[config.mk]
export PLATFORM = sky130hd
export DESIGN_NAME = drseq_top
export DESIGN_NICKNAME = d
export VERILOG_FILES = /design/src/rtl/drseq_tick.v /design/src/rtl/drseq_top.v
export VERILOG_INCLUDE_DIRS = /design/src /design/src/pkg
export SDC_FILE = /design/constraint.sdc
export NUM_CORES = 1
export LEC_CHECK = 0
export BUFFER_PORTS_ARGS = -buffer_cell sky130_fd_sc_hd__buf_2
export CELL_PAD_IN_SITES_DETAIL_PLACEMENT = 0
export CELL_PAD_IN_SITES_GLOBAL_PLACEMENT = 2
export CORE_MARGIN = 5
export CORE_UTILIZATION = 25
export CTS_CLUSTER_DIAMETER = 60
export DETAILED_ROUTE_END_ITERATION = 16
export PLACE_DENSITY_LB_ADDON = 0.1
export SYNTH_ARGS = -nofsm -noshare
export SYNTH_HDL_FRONTEND = slang
export SYNTH_SLANG_ARGS = --single-unit
export TNS_END_PERCENT = 5
[constraint.sdc]
create_clock -name mclk_i -period 12.15 [get_ports mclk_i]
set_clock_uncertainty 0.15 [all_clocks]
set_input_delay 1.215 -clock mclk_i [delete_from_list [all_inputs] [get_ports mclk_i]]
set_output_delay 1.215 -clock mclk_i [all_outputs]
set_load 0.01 [all_outputs]
[src/pkg/drseq_consts.vh]
`ifndef DRSEQ_CONSTS_VH
`define DRSEQ_CONSTS_VH
`define DRSEQ_CLK_MHZ 100
`define DRSEQ_LCLK_DIV 50
`define DRSEQ_WINDOW_US 96
`define DRSEQ_PSEUDO_SECTOR_US 34000
`define DRSEQ_ARM_US 480
`define DRSEQ_ACQ_US 125
`define DRSEQ_SLOW_US 32
`define DRSEQ_DENS_US 512
`define DRSEQ_SEARCH_US 736
`define DRSEQ_PAYLOAD_US 780
`define DRSEQ_HOLDOFF_US 44
`define DRSEQ_MOTOR_MS 12000
`define DRSEQ_BOOT_BASE 16'he800
`define DRSEQ_MOTOR_BASE 16'hec00
`define DRSEQ_CTRL_MASK 16'hfc00
`endif

[src/rtl/drseq_tick.v]
`timescale 1ns/1ps
module drseq_tick #(
	parameter DIV = 50
) (
	input wire mclk_i,
	input wire rst_n,
	output reg tick
);
	reg [15:0] cnt;
	always @(posedge mclk_i or negedge rst_n) begin
		if (!rst_n) begin
			cnt <= 16'h0000;
			tick <= 1'b0;
		end else if (cnt == DIV - 1) begin
			cnt <= 16'h0000;
			tick <= 1'b1;
		end else begin
			cnt <= cnt + 16'h0001;
			tick <= 1'b0;
		end
	end
endmodule

[src/rtl/drseq_top.v]
`timescale 1ns/1ps
`include "drseq_consts.vh"
// Contract
// The window output is high for 96 us after each sector pulse, and pseudo sector pulses recur every 34 ms without a diskette.
// Read arm rises 480 us after the window start.
// Phase acquire rises with read arm and lasts within 100 to 150 us.
// The twice-bit-rate clock is low before arming, 4 us period for 32 us, then 2 us period.
// With double density data the density flag rises at 512 us.
// Sync search enable rises at 736 us.
// The bit cell strobe toggles with a 4 us period after read arming.
// With zero data the separated bit pulses only during acquire and the shift outputs stay low.
// Payload flag stays low without sync; on forced sync it rises at 780 us with a 38 to 50 us hold-off pulse.
// Each spindle start strobe runs the motors for about 12 seconds.
// Host reads in the controller motor block start the motors and select the addressed drive.
// The bootstrap memory answers from address E800H upward.
// The host issues commands within the 96 us window after a sector pulse.
// Sync detected while searching enters the payload phase.
// A host read command waits until the shift register holds a full byte; the code drops wait once bitcnt is 7, after seven bits.
// All sequencing runs from a 2 MHz local tick.
// Times count from the window start, restart on each sector pulse, and reset clears all state; reset loads pos with FFFFH rather than zero.
module drseq_top #(
	parameter MOTOR_US = `DRSEQ_MOTOR_MS * 1000,
	parameter PSEUDO_US = `DRSEQ_PSEUDO_SECTOR_US
) (
	input wire mclk_i,
	input wire rstn_i,
	input wire sector_pulse_i,
	input wire disk_present_i,
	input wire double_density_i,
	input wire raw_bit_i,
	input wire sync_found_i,
	input wire spindle_start_i,
	input wire bus_read_i,
	input wire [15:0] bus_addr_i,
	input wire read_cmd_i,
	output reg window_o,
	output reg read_arm_o,
	output reg acquire_o,
	output reg twice_bitrate_clock_o,
	output reg density_flag_o,
	output reg sync_search_enable_o,
	output reg read_gate_strobe_o,
	output reg separated_bit_o,
	output reg [7:0] read_shift_outputs_o,
	output reg payload_o,
	output reg sync_holdoff_o,
	output reg motor_on_o,
	output reg [1:0] drive_sel_o,
	output reg boot_sel_o,
	output reg [7:0] boot_addr_o,
	output reg wait_o
);
	reg rst_s1;
	reg rst_n;
	always @(posedge mclk_i or negedge rstn_i) begin
		if (!rstn_i) begin
			rst_s1 <= 1'b0;
			rst_n <= 1'b0;
		end else begin
			rst_s1 <= 1'b1;
			rst_n <= rst_s1;
		end
	end

	wire tick;
	// local clock
	drseq_tick #(
		.DIV(`DRSEQ_LCLK_DIV)
	) u_tick (
		.mclk_i(mclk_i),
		.rst_n(rst_n),
		.tick(tick)
	);

	// Each local tick is half a microsecond.
	localparam [15:0] T_WIN = `DRSEQ_WINDOW_US * 2;
	localparam [15:0] T_ARM = `DRSEQ_ARM_US * 2;
	localparam [15:0] T_ACQ = (`DRSEQ_ARM_US + `DRSEQ_ACQ_US) * 2;
	localparam [15:0] T_FAST = (`DRSEQ_ARM_US + `DRSEQ_SLOW_US) * 2;
	localparam [15:0] T_DENS = `DRSEQ_DENS_US * 2;
	localparam [15:0] T_SRCH = `DRSEQ_SEARCH_US * 2;
	localparam [15:0] T_PAY = `DRSEQ_PAYLOAD_US * 2;
	localparam [15:0] T_HOLD = (`DRSEQ_PAYLOAD_US + `DRSEQ_HOLDOFF_US) * 2;
	localparam [16:0] T_PSEUDO = PSEUDO_US * 2;
	// The motor timer counts whole microseconds, so short sim times still work.
	localparam [25:0] T_MOTOR = MOTOR_US;
	localparam [10:0] MS_TICKS = 11'd2;

	reg [15:0] pos;
	reg [16:0] pseudo;
	reg [2:0] phase;
	reg sector_d;
	reg [2:0] bitcnt;
	reg [25:0] motor_ms;
	reg [10:0] ms_div;

	// A missing diskette is replaced by an internal sector pulse.
	wire sector_edge = sector_pulse_i & ~sector_d;
	wire pseudo_hit = ~disk_present_i & (pseudo == T_PSEUDO - 17'd1);
	wire start = sector_edge | (tick & pseudo_hit);
	wire in_motor = bus_read_i &
		((bus_addr_i & `DRSEQ_CTRL_MASK) == `DRSEQ_MOTOR_BASE);

	always @(posedge mclk_i or negedge rst_n) begin
		if (!rst_n) begin
			sector_d <= 1'b0;
			pos <= 16'hffff;
			pseudo <= 17'h00000;
			phase <= 3'h0;
			bitcnt <= 3'h0;
			window_o <= 1'b0;
			read_arm_o <= 1'b0;
			acquire_o <= 1'b0;
			twice_bitrate_clock_o <= 1'b0;
			density_flag_o <= 1'b0;
			sync_search_enable_o <= 1'b0;
			read_gate_strobe_o <= 1'b0;
			separated_bit_o <= 1'b0;
			read_shift_outputs_o <= 8'h00;
			payload_o <= 1'b0;
			sync_holdoff_o <= 1'b0;
			wait_o <= 1'b0;
		end else begin
			sector_d <= sector_pulse_i;
			if (start) begin
				// restart timing
				pos <= 16'h0000;
				pseudo <= 17'h00000;
				phase <= 3'h0;
				bitcnt <= 3'h0;
				// window opens
				window_o <= 1'b1;
				read_arm_o <= 1'b0;
				acquire_o <= 1'b0;
				twice_bitrate_clock_o <= 1'b0;
				density_flag_o <= 1'b0;
				sync_search_enable_o <= 1'b0;
				payload_o <= 1'b0;
				sync_holdoff_o <= 1'b0;
				separated_bit_o <= 1'b0;
				read_shift_outputs_o <= 8'h00;
			end else if (tick) begin
				if (pos != 16'hffff)
					pos <= pos + 16'h0001;
				pseudo <= pseudo + 17'h00001;
				phase <= phase + 3'h1;
				// window closes
				if (pos == T_WIN - 16'h0001)
					window_o <= 1'b0;
				// arm
				if (pos == T_ARM - 16'h0001) begin
					read_arm_o <= 1'b1;
					// acquire
					acquire_o <= 1'b1;
					phase <= 3'h0;
				end
				if (pos == T_ACQ - 16'h0001)
					acquire_o <= 1'b0;
				// bit-rate clock
				if (read_arm_o) begin
					if (pos < T_FAST) begin
						if (phase[2:0] == 3'h3 || phase[2:0] == 3'h7)
							twice_bitrate_clock_o <= ~twice_bitrate_clock_o;
					end else if (phase[0])
						twice_bitrate_clock_o <= ~twice_bitrate_clock_o;
					// bit cell strobe
					if (phase[1:0] == 2'h3)
						read_gate_strobe_o <= ~read_gate_strobe_o;
				end
				// data path
				separated_bit_o <= acquire_o & raw_bit_i & ~separated_bit_o;
				if (read_gate_strobe_o && phase[1:0] == 2'h3 && payload_o) begin
					read_shift_outputs_o <= {read_shift_outputs_o[6:0],
						raw_bit_i};
					bitcnt <= bitcnt + 3'h1;
				end
				// density
				if (pos == T_DENS - 16'h0001 && double_density_i)
					density_flag_o <= 1'b1;
				// search
				if (pos == T_SRCH - 16'h0001)
					sync_search_enable_o <= 1'b1;
				// payload entry
				if (sync_search_enable_o && !payload_o && sync_found_i &&
					pos >= T_PAY - 16'h0001) begin
					payload_o <= 1'b1;
					sync_holdoff_o <= 1'b1;
				end
				if (pos == T_HOLD - 16'h0001)
					sync_holdoff_o <= 1'b0;
			end
			// hold the host until seven bits are shifted in
			if (read_cmd_i && !(payload_o && bitcnt == 3'h7))
				wait_o <= 1'b1;
			else
				wait_o <= 1'b0;
		end
	end

	always @(posedge mclk_i or negedge rst_n) begin
		if (!rst_n) begin
			motor_ms <= 26'h0000000;
			ms_div <= 11'h000;
			motor_on_o <= 1'b0;
			drive_sel_o <= 2'h0;
			boot_sel_o <= 1'b0;
			boot_addr_o <= 8'h00;
		end else begin
			// bootstrap decode
			boot_sel_o <= bus_read_i &&
				((bus_addr_i & 16'hff00) == `DRSEQ_BOOT_BASE);
			boot_addr_o <= bus_addr_i[7:0];
			if (spindle_start_i || in_motor) begin
				// retrigger motor timer
				motor_ms <= T_MOTOR;
				ms_div <= 11'h000;
				motor_on_o <= 1'b1;
				if (in_motor)
					drive_sel_o <= bus_addr_i[1:0];
			end else if (tick && motor_on_o) begin
				if (ms_div == MS_TICKS - 11'd1) begin
					ms_div <= 11'h000;
					if (motor_ms <= 26'h0000001)
						motor_on_o <= 1'b0;
					motor_ms <= motor_ms - 26'h0000001;
				end else
					ms_div <= ms_div + 11'h001;
			end
		end
	end
endmodule

==> impl_metrics.py <==
metrics = {
    "clocking": {
        "ctsHoldBuffers": 0,
        "tritoncts_buffers": 17,
        "postCtsSetupRepairBufs": 0,
        "cts.path.max_buffers": 2,
        "insertion_delay_of_the_later_clocked_pin_in_the_worst_skew_pair_ps": 420,
        "post_cts_resize_count": 0,
        "ctsRootBufferMaster": "clkbuf_16",
        "numClockSinks": 126,
        "tritoncts": "built",
        "h-tree-depth": 4,
        "clk_pin_slew_ps": 60,
    },
    "die": {
        "die_w_um": 166,
        "design.portCount": 57,
        "placement_rows": 57,
        "die_area_mm2": 0.0275,
        "die-height_um": 166,
        "coreArea_mm2": 0.0241,
        "starting_density_of_the_core": 0.251,
    },
    "worst_setup_path": {
        "cp_data_arrival_time_ps": 2970,
        "crit-reg2reg-launch": "u_tick.tick",
        "end_kind": "register",
        "timing_worst_setup_path_type": "register to register",
        "cp_data_required_time_ps": 12250,
        "critical_path.max_fanout": 11,
        "ff2ff_path_depth": 5,
        "worstSetupStartpointType": "register",
        "worst_r2r_endpoint": "motor_ms[11]",
        "r2r_slack_ps": 9280,
    },
    "cells_and_area": {
        "multiInputGateArea_mm2": 0.00275,
        "stdcell_area_mm2": 0.00724,
        "drive_gt1_frac": 0.184,
        "fill_cells": 2566,
        "layoutNonFillerInstCount": 998,
        "antennaDiodeCount": 0,
        "area.sequential_mm2": 0.00318,
        "finalCoreUtilization": 0.300,
        "area_delta_synth_final_pct": 19.5,
        "finish.net_count": 699,
    },
    "detailed_routing": {
        "routedLengthMet1_um": 7490,
        "maxUsedRoutingLayer": "met4",
        "drt-total-wl_um": 15200,
        "detail_route.drc_violations": 0,
        "antenna_violating_nets_post_route": 0,
        "routed-wl-met2_um": 7150,
        "drt_iter0_drc": 197,
        "routed_via_density": 4.58,
        "detailedRoute.firstPassIterationCount": 5,
        "routed-via-count": 4567,
        "route.detailed.wl_per_inst_um": 15.2,
        "detailroute.wirelength.met3_um": 402,
    },
    "synth": {
        "synth.ff_latch_count": 126,
        "yosys-mux-area-fraction": 0.00867,
        "mapped_cells": 610,
        "ys.flop_type": "dfrtp_1",
        "number_of_enable_type_register_cells_in_the_synthesized_netlist": 0,
        "yosysWarnings": 0,
        "post_synth_and_or_nand_nor_area_fraction": 0.261,
        "combinational_family_with_the_most_area_after_synthesis": "simple AND/OR/NAND/NOR gates",
        "synth_cell_type_count": 51,
        "synth-seq-area-share": 0.524,
        "postSynthNetCount": 648,
        "mean_post_synth_cell_area_um2": 9.94,
        "synth-compound-area-share": 0.0590,
        "synth.cell_area_mm2": 0.00606,
        "synth-xor-area-share": 0.0983,
        "yosys.area_share.adder": 0.0248,
        "share_of_synthesized_registers_carrying_an_async_set_or_reset": 1.00,
    },
    "grt": {
        "grt_remaining_overflow": 0,
        "first_global_vias": 4803,
        "grtUsageTotal": 0.113,
        "grt_max_degree": 77,
        "grt_first_pass_wirelength_um": 25400,
        "number_of_antenna_violations_at_the_first_check_in_global_routing": 0,
    },
    "sta": {
        "setup_slack_ps": 9280,
        "final-hold-violation-count": 0,
        "unrepaired_setup_endpoints_after_global_routing": "no",
        "final_min_period_over_clock_period": 0.236,
        "final_period_minus_worst_setup_slack_ps": 2870,
        "final.setup.tns_ps": 0,
        "setup_violations": 0,
        "timing.fmax_mhz": 349,
        "worst_pin_slew_ps": 1060,
        "worst_slew_margin_rel": 0.295,
        "slew_violations": 0,
    },
    "hold_path": {
        "min_from": "rst_s1",
        "hold_depth": 0,
        "hp-class": "register to register",
        "hold_end": "rst_n",
    },
    "placement": {
        "placement.setup.worst_slack_ps": 8810,
        "place_congestion": 0.716,
        "place_inst": 966,
        "io_buffer_count": 56,
        "post_dp_cell_area_mm2": 0.00667,
        "dp.final_hpwl_um": 10000,
    },
    "power": {
        "power.clock.fraction": 0.521,
        "max_ir_drop_vdd_mv": 0.0600,
        "power.static_leakage_uw": 0.00295,
        "total_switching_power_uw": 228,
        "p_int_uw": 738,
        "switching_share": 0.236,
        "cellPowerDensity_mw_per_mm2": 133,
        "combPwrFrac": 0.029,
        "p_seq_frac": 0.450,
    },
    "flow_run": {
        "drv_cap": 0,
    },
    "outcome": {
        "outcome": "finished clean",
    },
}
-- how the worst max path moves through the flow --
stage	from	to	cells past startpoint
floorplan	rst_n	acquire_o	0
global placement	disk_present_i	phase[0]	7
detailed placement	disk_present_i	pseudo[0]	7
CTS	u_tick.tick	motor_ms[11]	5
global route	u_tick.tick	motor_ms[8]	5
finish	u_tick.tick	motor_ms[11]	5
-- cell families (layout without fill, tap and decap cells) --
logic type / count (synthesis) / in the layout
AO/OA/AOI/OAI: 54 / 54
XOR/XNOR: 68 / 68
adder cells (fa/ha/maj): 12 / 12
buffers and inverters: 36 / 100
flip-flops: 126 / 126
multiplexers: 5 / 5
other: 1 / 1
AND/OR/NAND/NOR: 308 / 308
-- state kept, by name, summed over array words and instances, names as in the netlist, 2 cells and up --
signal / flops
motor_ms: 26
u_tick.cnt: 16
read_shift_outputs_o: 8
boot_addr_o: 8
ms_div: 11
pseudo: 17
pos: 16
drive_sel_o: 2
bitcnt: 3
phase: 2
-- critical path, stage by stage (launching register included) --
cell and delay (ps):
dfrtp_1 650, nand2_1 450, nor4_2 970, nand3_1 230
xor2_1 190, nand2_1 60
-- through the flow --
| stage | hold slack (ps) | power, µW |
|---|---|---|
| 3_3_place_gp | 191 | 471 |
| 5_1_grt | 226 | 1010 |
| 2_1_floorplan | 181 | 456 |
| 4_1_cts | 210 | 984 |
| 6_report | 210 | 965 |
| 3_5_place_dp | 189 | 471 |
-- final cells by class --
type,instances,area share
Clock inverter,14,0.0199
Timing Repair Buffer,58,0.0408
Clock buffer,18,0.0593
Sequential cell,126,0.439
Tap cell,324,0.0560
Inverter,10,0.00518
Multi-Input combinational cell,448,0.380
-- cell usage after synthesis, types with 9 or more instances --
master,n,share of area
dfrtp_1,110,0.45
nand2_1,54,0.033
nand4_1,12,0.012
and3_1,9,0.0093
xnor2_1,43,0.062
xor2_1,25,0.036
nand3_1,31,0.026
clkbuf_1,22,0.014
nor2_1,93,0.058
dfstp_2,16,0.069
o21ai_0,9,0.0074
ha_1,12,0.025
inv_1,10,0.0062
nor3_1,29,0.024
or3_1,13,0.013
a22oi_1,9,0.011
nor4_1,20,0.021
or4_1,12,0.015
a21oi_1,15,0.012
-- metal layers --
metal | vias up | global-route usage
met2 | 53 | 0.183
met1 | 2266 | 0.149
met4 | 0 | 0.0352
met3 | 11 | 0.0279
met5 | - | 0
li1 | 2237 | -
-- layout by cell type (no fill, tap or decap), drive strengths merged, types with 2 or more instances in the layout --
| cell type | netlist | layout |
|---|---|---|
| a21oi | 15 | 15 |
| or3 | 13 | 13 |
| o21ai | 10 | 10 |
| o31ai | 4 | 4 |
| buf | 4 | 58 |
| nor3 | 29 | 29 |
| inv | 10 | 12 |
| xor2 | 25 | 25 |
| mux2i | 3 | 3 |
| a22oi | 9 | 9 |
| dfrtp | 110 | 110 |
| nor4 | 24 | 24 |
| a211oi | 5 | 5 |
| clkinvlp | 0 | 5 |
| dfstp | 16 | 16 |
| or4 | 16 | 16 |
| nand4b | 4 | 4 |
| nor4b | 5 | 5 |
| ha | 12 | 12 |
| bufinv | 0 | 2 |
| mux2 | 2 | 2 |
| nand3 | 31 | 31 |
| xnor2 | 43 | 43 |
| nand4 | 12 | 12 |
| or2 | 5 | 5 |
| and4 | 3 | 3 |
| and3 | 9 | 9 |
| clkinv | 0 | 5 |
| nand2b | 4 | 4 |
| nand2 | 54 | 54 |
| clkbuf | 22 | 18 |
| nor2 | 94 | 94 |
-- power groups by stage --
stage | Clock [µW] | Sequential, µW | Combinational, µW
3_3_place_gp | 0 | 443 | 28.3
6_report | 503 | 435 | 27.7
2_1_floorplan | 0 | 443 | 12.4
3_5_place_dp | 0 | 443 | 28.7
4_1_cts | 520 | 435 | 28.7
5_1_grt | 539 | 437 | 31.3
No activity file was read; power rests on OpenSTA's default activity.
